===== config.mk =====
export PLATFORM = sky130hd
export DESIGN_NAME = queue_index_and_event_base_regs
export DESIGN_NICKNAME = d
export VERILOG_FILES = /design/src/logic/queue_index_and_event_base_regs.v
export VERILOG_INCLUDE_DIRS = /design/src /design/src/logic
export SDC_FILE = /design/constraint.sdc
export NUM_CORES = 1
export LEC_CHECK = 0
export ABC_AREA = 1
export BUFFER_PORTS_ARGS = -buffer_cell sky130_fd_sc_hd__buf_2
export CAP_MARGIN = 20
export CORE_MARGIN = 3
export CORE_UTILIZATION = 59
export CTS_BUF_LIST = sky130_fd_sc_hd__clkbuf_4
export CTS_CLUSTER_SIZE = 25
export DETAILED_ROUTE_END_ITERATION = 10
export PLACE_DENSITY_LB_ADDON = 0.2
export SYNTH_ARGS = -nofsm -noshare
export SYNTH_HDL_FRONTEND = slang
export SYNTH_SLANG_ARGS = --single-unit

===== constraint.sdc =====
create_clock -name pclk -period 4.7 [get_ports pclk]
set_input_delay 0.94 -clock pclk [delete_from_list [all_inputs] [get_ports pclk]]
set_output_delay 0.94 -clock pclk [all_outputs]
set_load 0.05 [all_outputs]

===== src/logic/queue_regs_map.vh =====
// Register offsets, field positions and reset values of the queue register bank
`ifndef QUEUE_REGS_MAP_VH
`define QUEUE_REGS_MAP_VH
// ----------------------------------------
// Offsets
// ----------------------------------------
`define OFS_CTRL 12'h020
`define OFS_CTRL_ACK 12'h024
`define OFS_CMDQ_LOG 12'h028
`define OFS_GERR 12'h060
`define OFS_GERR_ACK 12'h064
`define OFS_CMDQ_WR 12'h098
`define OFS_CMDQ_RD 12'h09c
`define OFS_EVQ_BASE_LO 12'h0a0
`define OFS_EVQ_BASE_HI 12'h0a4
`define OFS_EVQ_MSI_LO 12'h0b0
`define OFS_EVQ_MSI_HI 12'h0b4
// ----------------------------------------
// Fields
// ----------------------------------------
`define BIT_CMDQ_EN 0
`define BIT_EVQ_EN 1
`define BIT_EVIRQ_EN 2
`define BIT_CMD_QUEUE_ERROR_FLAG 0
`define ERR_HI 30
`define ERR_LO 24
`define IDX_HI 19
`define WA_BIT_HI 30
`define EVQ_ADDR_LO 5
`define MSI_ADDR_LO 2
`define EVQ_ENTRY_LOG 5
// ----------------------------------------
// Limits and reset values
// ----------------------------------------
`define MAX_CMDQ_LOG 5'd19
`define MAX_EVQ_LOG 5'd19
`define PHYS_ADDR_BITS 7'd48
`define RST_EVQ_BASE 64'h0000000000000000
`define RST_WORD 32'h00000000
`endif


===== src/logic/queue_index_and_event_base_regs.v =====
// Command queue index, event queue base and event interrupt address registers with APB access
// Behaviour
// [RULE1] On a command error, store the reason first, raise the error flag next cycle.
// [RULE2] Reason field content is meaningless while the error flag is clear.
// [RULE3] Read index splits at queue size log: wrap flag above, index below.
// [RULE4] Each consumed command moves the read index to the next slot.
// [RULE5] Queue size log is clamped to maximum; bits above the wrap flag read zero. Only the read index is masked; the write index reads back all 20 stored bits.
// [RULE6] Incrementing wraps at configured size and toggles the wrap flag.
// [RULE7] Size log zero: one entry, wrap flag at bit zero.
// [RULE8] Size growth leaves upper bits undefined; shrink truncates the old value.
// [RULE9] Consumer write while disabled may load the reason field; here it loads.
// [RULE10] Read index may publish late but must publish in finite time.
// [RULE11] Error holds the read index on the bad command until acknowledged.
// [RULE12] Enable changes never clear the error; errors arise only while enabled.
// [RULE13] Consumer index writable only with enable and its acknowledge both zero.
// [RULE14] Write index register is always readable and writable.
// [RULE15] Event base bit 62 is the write-allocate hint for event writes.
// [RULE16] Event base from bits 55:5, clipped to address size, aligned to queue size.
// [RULE17] Event log size reads as written, clamped for every functional use.
// [RULE18] Events are written only with event queue enabled and room available.
// [RULE19] Event base writes while enabled are ignored.
// [RULE20] Event base read-only when settings fixed, else writable only when disabled.
// [RULE21] Message address is bits 55:2; zero address sends no message.
// [RULE22] Message address writable only while interrupt enable and acknowledge are zero.
// [RULE23] Software advances the write index past the commands it added.
// [RULE24] Queue is full when indices match and wrap flags differ.
// [RULE25] A write index write prompts a queue check when enabled and error-free.
//
// The APB slave port was chosen for this implementation.
`timescale 1ns/1ns
`include "queue_regs_map.vh"

module queue_index_and_event_base_regs #(
	parameter queue_settings_fixed = 0,
	parameter [63:0] preset_evq_base = `RST_EVQ_BASE
) (
	input wire pclk,
	input wire presetn,
	input wire psel,
	input wire penable,
	input wire pwrite,
	input wire [11:0] paddr,
	input wire [31:0] pwdata,
	output reg [31:0] prdata,
	output wire pready,
	output reg pslverr,
	output wire cmd_work_pending,
	output reg [19:0] cmd_slot,
	input wire cmd_consumed,
	input wire cmd_error,
	input wire [6:0] cmd_error_reason,
	input wire event_valid,
	input wire event_room,
	output wire event_write,
	output reg [55:0] event_queue_addr,
	output reg write_allocate_hint,
	output reg [55:0] msi_address,
	output reg msi_send_enable
);

// ----------------------------------------
// Registers
// ----------------------------------------
reg [2:0] control_reg_zero;
reg [2:0] enable_ack_reg;
reg [4:0] cmdq_log_field;
reg cmd_queue_error_flag;
reg err_arm;
reg [19:0] wr_index;
reg [19:0] rd_index;
reg [6:0] err_reason;
reg [63:0] event_queue_base;
reg [53:0] msi_addr_field;
reg work_kick;

wire cmd_queue_enable = control_reg_zero[`BIT_CMDQ_EN];
wire event_queue_enable = control_reg_zero[`BIT_EVQ_EN];
wire event_irq_enable = control_reg_zero[`BIT_EVIRQ_EN];

// ----------------------------------------
// Bus decode
// ----------------------------------------
wire wr_strobe = psel & penable & pwrite;
wire setup = psel & ~penable;
assign pready = 1'b1;

// ----------------------------------------
// Write guards
// ----------------------------------------
wire cmdq_idle = ~cmd_queue_enable & ~enable_ack_reg[`BIT_CMDQ_EN];
wire evq_idle = ~event_queue_enable & ~enable_ack_reg[`BIT_EVQ_EN];
wire evirq_idle = ~event_irq_enable & ~enable_ack_reg[`BIT_EVIRQ_EN];
wire rd_writable = cmdq_idle; // RULE13
wire base_writable = (queue_settings_fixed == 0) & evq_idle; // RULE20 RULE19
wire msi_writable = evirq_idle; // RULE22

// ----------------------------------------
// Write strobes
// ----------------------------------------
wire hit_ctrl = wr_strobe & (paddr == `OFS_CTRL);
wire hit_log = wr_strobe & (paddr == `OFS_CMDQ_LOG);
wire hit_err_ack = wr_strobe & (paddr == `OFS_GERR_ACK);
wire hit_wr = wr_strobe & (paddr == `OFS_CMDQ_WR);
wire hit_rd = wr_strobe & (paddr == `OFS_CMDQ_RD);
wire hit_base_lo = wr_strobe & (paddr == `OFS_EVQ_BASE_LO);
wire hit_base_hi = wr_strobe & (paddr == `OFS_EVQ_BASE_HI);
wire hit_msi_lo = wr_strobe & (paddr == `OFS_EVQ_MSI_LO);
wire hit_msi_hi = wr_strobe & (paddr == `OFS_EVQ_MSI_HI);

// ----------------------------------------
// Queue size arithmetic
// ----------------------------------------
// Stored log size reads back as written; only its use is clamped
wire [4:0] queue_size_log = (cmdq_log_field > `MAX_CMDQ_LOG) ? `MAX_CMDQ_LOG : cmdq_log_field; // RULE5
wire [19:0] wrap_bit = 20'h00001 << queue_size_log; // RULE3 RULE7
wire [19:0] low_mask = wrap_bit - 20'h00001;
wire [19:0] field_mask = low_mask | wrap_bit;
// Stored bits above the flag stay put until a consume clears them; masking gives truncation on shrink
wire [19:0] rd_view = rd_index & field_mask; // RULE5 RULE8
wire [19:0] wr_view = wr_index & field_mask;
wire queue_empty = (rd_view == wr_view);
wire queue_full = ((rd_view & low_mask) == (wr_view & low_mask)) &
	((rd_view & wrap_bit) != (wr_view & wrap_bit)); // RULE24
// Full queue has equal indices but differing flags; it still holds work
wire has_work = queue_full | ~queue_empty;

// Wrap toggles the flag and restarts the index at zero
reg [19:0] next_rd;
always @* begin
	if ((rd_index & low_mask) == low_mask) begin
		next_rd = (rd_index & wrap_bit) ^ wrap_bit; // RULE6 RULE7
	end else begin
		next_rd = (rd_index & wrap_bit) | ((rd_index & low_mask) + 20'h00001); // RULE4
	end
end

// ----------------------------------------
// Command consume
// ----------------------------------------
wire running = cmd_queue_enable & ~cmd_queue_error_flag & ~err_arm; // RULE11
assign cmd_work_pending = running & work_kick & has_work;
wire take_consume = cmd_work_pending & cmd_consumed & ~cmd_error;
wire take_error = cmd_work_pending & cmd_error; // RULE12

// ----------------------------------------
// Event queue
// ----------------------------------------
wire [4:0] evq_log = (event_queue_base[4:0] > `MAX_EVQ_LOG) ? `MAX_EVQ_LOG : event_queue_base[4:0]; // RULE17
wire [6:0] evq_align = {2'b00, evq_log} + 7'd`EVQ_ENTRY_LOG;
wire [63:0] align_mask = ~((64'h1 << evq_align) - 64'h1);
wire [63:0] oas_mask = (64'h1 << `PHYS_ADDR_BITS) - 64'h1;
wire [55:0] evq_addr_eff = event_queue_base[55:0] & align_mask[55:0] & oas_mask[55:0]; // RULE16
wire [55:0] msi_addr_eff = {msi_addr_field, 2'b00} & oas_mask[55:0]; // RULE21
assign event_write = event_valid & event_queue_enable & event_room; // RULE18

// ----------------------------------------
// Control and acknowledge
// ----------------------------------------
always @(posedge pclk or negedge presetn) begin
	if (!presetn) begin
		control_reg_zero <= 3'h0;
	end else if (hit_ctrl) begin
		control_reg_zero <= pwdata[2:0];
	end
end

// Acknowledge trails the enables by one cycle
always @(posedge pclk or negedge presetn) begin
	if (!presetn) begin
		enable_ack_reg <= 3'h0;
	end else begin
		enable_ack_reg <= control_reg_zero;
	end
end

// ----------------------------------------
// Queue size setting
// ----------------------------------------
always @(posedge pclk or negedge presetn) begin
	if (!presetn) begin
		cmdq_log_field <= 5'h00;
	end else if (hit_log && cmdq_idle) begin
		cmdq_log_field <= pwdata[4:0];
	end
end

// ----------------------------------------
// Command queue indices
// ----------------------------------------
always @(posedge pclk or negedge presetn) begin
	if (!presetn) begin
		wr_index <= 20'h00000;
	end else if (hit_wr) begin
		wr_index <= pwdata[`IDX_HI:0]; // RULE14 RULE23
	end
end

// Kick survives until the queue drains so no work is missed
always @(posedge pclk or negedge presetn) begin
	if (!presetn) begin
		work_kick <= 1'b0;
	end else if (hit_wr && running) begin
		work_kick <= 1'b1; // RULE25
	end else if (!has_work) begin
		work_kick <= 1'b0;
	end
end

// Published every consume, so freed space shows at once
always @(posedge pclk or negedge presetn) begin
	if (!presetn) begin
		rd_index <= 20'h00000;
	end else if (take_consume) begin
		rd_index <= next_rd; // RULE4 RULE10
	end else if (hit_rd && rd_writable) begin
		rd_index <= pwdata[`IDX_HI:0]; // RULE13
	end
end

// ----------------------------------------
// Command error
// ----------------------------------------
always @(posedge pclk or negedge presetn) begin
	if (!presetn) begin
		err_reason <= 7'h00;
	end else if (take_error) begin
		err_reason <= cmd_error_reason; // RULE1
	end else if (hit_rd && rd_writable) begin
		err_reason <= pwdata[`ERR_HI:`ERR_LO]; // RULE9
	end
end

// Reason lands one cycle before the flag rises
always @(posedge pclk or negedge presetn) begin
	if (!presetn) begin
		err_arm <= 1'b0;
	end else begin
		err_arm <= take_error;
	end
end

// Raise wins over an acknowledge landing in the same cycle
always @(posedge pclk or negedge presetn) begin
	if (!presetn) begin
		cmd_queue_error_flag <= 1'b0;
	end else if (err_arm) begin
		cmd_queue_error_flag <= 1'b1; // RULE1
	end else if (hit_err_ack && pwdata[`BIT_CMD_QUEUE_ERROR_FLAG]) begin
		cmd_queue_error_flag <= 1'b0; // RULE11 RULE12
	end
end

// ----------------------------------------
// Event queue base and message address
// ----------------------------------------
always @(posedge pclk or negedge presetn) begin
	if (!presetn) begin
		event_queue_base <= preset_evq_base;
	end else begin
		if (hit_base_lo && base_writable) begin
			event_queue_base[31:0] <= pwdata;
		end
		if (hit_base_hi && base_writable) begin
			event_queue_base[63:32] <= {1'b0, pwdata[`WA_BIT_HI:0]}; // RULE15
		end
	end
end

always @(posedge pclk or negedge presetn) begin
	if (!presetn) begin
		msi_addr_field <= 54'h0;
	end else begin
		if (hit_msi_lo && msi_writable) begin
			msi_addr_field[29:0] <= pwdata[31:`MSI_ADDR_LO];
		end
		if (hit_msi_hi && msi_writable) begin
			msi_addr_field[53:30] <= pwdata[23:0];
		end
	end
end

// ----------------------------------------
// Registered outputs
// ----------------------------------------
// Slot follows the read index one cycle late
always @(posedge pclk or negedge presetn) begin
	if (!presetn) begin
		cmd_slot <= 20'h00000;
	end else begin
		cmd_slot <= rd_view & low_mask; // RULE3
	end
end

always @(posedge pclk or negedge presetn) begin
	if (!presetn) begin
		event_queue_addr <= 56'h0;
	end else begin
		event_queue_addr <= evq_addr_eff; // RULE16
	end
end

always @(posedge pclk or negedge presetn) begin
	if (!presetn) begin
		write_allocate_hint <= 1'b0;
	end else begin
		write_allocate_hint <= event_queue_base[62]; // RULE15
	end
end

always @(posedge pclk or negedge presetn) begin
	if (!presetn) begin
		msi_address <= 56'h0;
	end else begin
		msi_address <= msi_addr_eff; // RULE21
	end
end

always @(posedge pclk or negedge presetn) begin
	if (!presetn) begin
		msi_send_enable <= 1'b0;
	end else begin
		msi_send_enable <= event_irq_enable & (msi_addr_eff != 56'h0); // RULE21
	end
end

// ----------------------------------------
// Read data, captured in the setup cycle
// ----------------------------------------
reg [31:0] next_rdata;
reg next_err;
always @* begin
	next_rdata = `RST_WORD;
	next_err = 1'b0;
	if (paddr == `OFS_CTRL) begin
		next_rdata = {29'h0, control_reg_zero};
	end else if (paddr == `OFS_CTRL_ACK) begin
		next_rdata = {29'h0, enable_ack_reg};
	end else if (paddr == `OFS_CMDQ_LOG) begin
		next_rdata = {27'h0, cmdq_log_field};
	end else if (paddr == `OFS_GERR) begin
		next_rdata = {31'h0, cmd_queue_error_flag};
	end else if (paddr == `OFS_GERR_ACK) begin
		next_rdata = `RST_WORD;
	end else if (paddr == `OFS_CMDQ_WR) begin
		next_rdata = {12'h000, wr_index}; // RULE14
	end else if (paddr == `OFS_CMDQ_RD) begin
		next_rdata = {1'b0, err_reason, 4'h0, rd_view}; // RULE2 RULE5
	end else if (paddr == `OFS_EVQ_BASE_LO) begin
		next_rdata = event_queue_base[31:0]; // RULE17
	end else if (paddr == `OFS_EVQ_BASE_HI) begin
		next_rdata = {1'b0, event_queue_base[62], 6'h00, event_queue_base[55:32]};
	end else if (paddr == `OFS_EVQ_MSI_LO) begin
		next_rdata = {msi_addr_field[29:0], 2'b00};
	end else if (paddr == `OFS_EVQ_MSI_HI) begin
		next_rdata = {8'h00, msi_addr_field[53:30]};
	end else begin
		next_err = 1'b1;
	end
end

always @(posedge pclk or negedge presetn) begin
	if (!presetn) begin
		prdata <= `RST_WORD;
	end else if (setup) begin
		prdata <= next_rdata;
	end
end

always @(posedge pclk or negedge presetn) begin
	if (!presetn) begin
		pslverr <= 1'b0;
	end else if (setup) begin
		pslverr <= next_err;
	end else if (!psel) begin
		pslverr <= 1'b0;
	end
end

endmodule // queue_index_and_event_base_regs


==> flow_summary.json <==
{
  "slowest_stage": "dfrtp_2",
  "grt_max_degree": 125,
  "ys_seq_elements": 321,
  "first_pass_iters": 8,
  "clk_latency_ns": 0.73,
  "ys.flop_type": "dfrtp_1",
  "via_per_inst": 6.070,
  "final_layout_size_suffix_gt1_frac": 0.2024,
  "timing.setup.tns_ns": -0.2121,
  "grt_usage": 0.4184,
  "area_growth_pct": 17.36,
  "ctsHtreeMaxLevel": 3,
  "worst_r2r_startpoint": "cmdq_log_field[3]",
  "cp_slowest_stage_delay_ns": 0.45,
  "largest_reg_flops": 57,
  "grt_pass1_vias": 15395,
  "largest-register": "event_queue_base",
  "start_util": 0.6026,
  "synth_cells": 1977,
  "violations": "negative setup slack",
  "hold_path_class": "in -> async",
  "ctsHoldBuffers": 0,
  "placed_area_um2": 17230,
  "status": "complete, but fails checks",
  "worst_setup_path_start_kind": "register",
  "synth-edff-count": 0,
  "gp_congestion": 0.9915,
  "dp_cells": 2475,
  "coreArea_um2": 26210,
  "report.power.total_mw": 5.423,
  "crit_fanout": 7,
  "dp_hpwl_mm": 45.10,
  "worstPathCellList": "o21ai_4 > buf_6 > nand2_2 > nand2_4 > nor2_4 > nor2_2 > nand2_2 > inv_2 > nand4_1 > nor2_2 > buf_4 > nand4_1 > ha_4 > nand2_2 > nand3_2 > nor2_2 > nand2_1 > o21bai_4 > nand2_2 > nand2_2 > inv_2 > buf_8",
  "critical_path.top_delay_family": "simple AND/OR/NAND/NOR gates",
  "die_y_um": 169.6,
  "setup_violations": 1,
  "path_depth": 22,
  "overflow": 0,
  "timing.final.max_slew_violations": 0,
  "synth_area_leaders": "dfrtp_1 51%, nand2_1 12%, o21ai_0 7.7%, inv_1 4.8%, nor2_1 4.2%",
  "rrSetupSlack_ns": 0.55,
  "fin_cells": 2628,
  "utilization": 0.7072,
  "r2r_cells": 26,
  "drc": 0,
  "clk_pin_slew_worst_paths_ns": 0.07,
  "relSlewSlack": 0.4282,
  "timing.final.crit_period_ns": 4.912,
  "wl_mm": 60.15,
  "hold_slack_ns": 0.1350,
  "maxCapViolations": 0,
  "pre_cts_slack_ns": 0.1137,
  "crit_top_cell": "nand2_2",
  "rsz0062_at_grt": "yes",
  "critical_path_class": "reg -> out",
  "synth-seq-area-share": 0.5087,
  "layout_setup_ws_ns": -0.2121,
  "clock_path_buffers": 3,
  "netlist_top_cells_count": "501 x nand2_1, 321 x dfrtp_1, 242 x o21ai_0",
  "netlist_area_um2": 15790,
  "async_flop_share": 1.000,
  "skew_ns": 0.07324,
  "num_rows": 59,
  "antenna_found_initial": 3,
  "synth_area_leader_cell": "dfrtp_1",
  "finalHoldViolCount": 0,
  "path_buf_inv": 5,
  "yosysMostFrequentCell": "nand2_1",
  "postSynthAreaPerCell_um2": 7.988,
  "numPortBuffers": 210,
  "biggestRegsByFlops": "event_queue_base: 57 flops, msi_addr_field: 54 flops, event_queue_addr: 48 flops",
  "p_leak_nw": 9.859,
  "grt_pass1_wl_mm": 90.90,
  "fmax_ghz": 0.2036,
  "wl_per_cell_um": 22.89,
  "yosys_warnings": 0,
  "stdcell_area_um2": 18530,
  "power_density_nw_per_um2": 292.6,
  "fin_nets": 2318,
  "endpoint_kind": "output pin",
  "die_x_um": 169.6,
  "crit_start": "cmdq_log_field[3]",
  "cp.required_ns": 3.76,
  "io_pins": 230,
  "drt_iter0_markers": 2282,
  "synth_top_area_frac": 0.5087,
  "ir_drop_mv": 0.3056,
  "cp.arrival_ns": 3.97,
  "ant_nets": 0,
  "synth_cell_types": 54,
  "cts_tree": "yes",
  "clkSinkCount": 321,
  "vias": 15952,
  "cts-root-buf": "clkbuf_4",
  "fillers": 2034,
  "cts_made_buffers": 82,
  "dieArea_um2": 28760,
  "finalCritPeriodShare": 1.045,
  "worst-slew-pin-transition_ns": 0.8548
}
-- cell type report --
cell class	count	area, um2	area share
Antenna cell	1	2.502	0.0001350
Tap cell	335	419.2	0.02262
Clock buffer	117	878.3	0.04739
Clock inverter	23	138.9	0.007494
Sequential cell	321	8036	0.4336
Multi-Input combinational cell	1348	6669	0.3598
Timing Repair Buffer	276	1612	0.08696
Inverter	207	777.0	0.04193
-- per-layer routing --
layer	track usage	vias up	share of wire
met5	0	-	0.00038
met4	0.1984	4	0.055
met3	0.1102	231	0.12
met2	0.6482	1213	0.45
met1	0.5541	7531	0.38
li1	-	6973	-
-- worst reg2reg max path: stages (launching register included) --
cell and delay (ns):
dfrtp_2 0.45, o21ai_4 0.33, buf_6 0.15, nand2_2 0.08
nand2_4 0.10, nor2_4 0.04, nor2_2 0.13, nand2_2 0.09
inv_2 0.07, nand4_1 0.17, nor2_2 0.22, nand2_1 0.08
ha_1 0.33, buf_4 0.15, nand2_1 0.18, nand3_1 0.11
nor3_1 0.22, nand3_1 0.11, nor2_1 0.12, nand2_2 0.19
inv_1 0.10, buf_4 0.20, o21ai_0 0.14, inv_1 0.07
nand4_1 0.08, nand2_1 0.10, nand2_1 0.05
-- cell usage in the layout, fill, tap and decap left out, drive strengths merged, types with 3 or more instances in the layout --
master	instances
clkinv	23
xor2	16
nor4	14
buf	276
o21a	3
a31oi	6
o31ai	6
clkbuf	117
nand2	507
inv	204
xnor2	9
o211ai	24
o221ai	3
nor3	42
nand3b	7
nand4	39
nand3	123
ha	22
a21oi	40
dfrtp	321
conb	23
o21ai	246
nor2	182
a221oi	15
-- where the power goes --
group          internal [mW]  leakage [nW]  total [mW]  switching, mW
clock                   1.21         0.596        2.38           1.17
combinational         0.0547          4.80       0.272          0.217
sequential              2.77          4.46        2.77        0.00380
-- worst paths after layout --
| kind | to |
|---|---|
| hold reg to reg | event_queue_addr[35] |
| setup reg to reg | rd_index[1] |
| hold / removal | event_queue_addr[26] |
| min in group pclk | event_queue_addr[35] |
| setup / recovery | cmd_work_pending |
| max in group asynchronous | msi_address[8] |
-- repair_timing --
item,CTS,global route
resized for setup,26,29
pin swaps,11,13
setup endpoints to repair,1,1
hold endpoints to repair,0,0
setup buffers,10,2
-- kinds of logic (layout without fill, tap and decap cells) --
group,count (synthesis),count (layout),synth area share
other,2,24,0.0004756
AOI/OAI and AO/OA,356,356,0.1264
buffers and inverters,329,623,0.08525
adders and majority gates,22,22,0.01743
and+or+nand+nor,922,922,0.2479
DFF,321,321,0.5087
xor gates and xnor gates,25,25,0.01387
No activity file was read; power rests on OpenSTA's default activity.
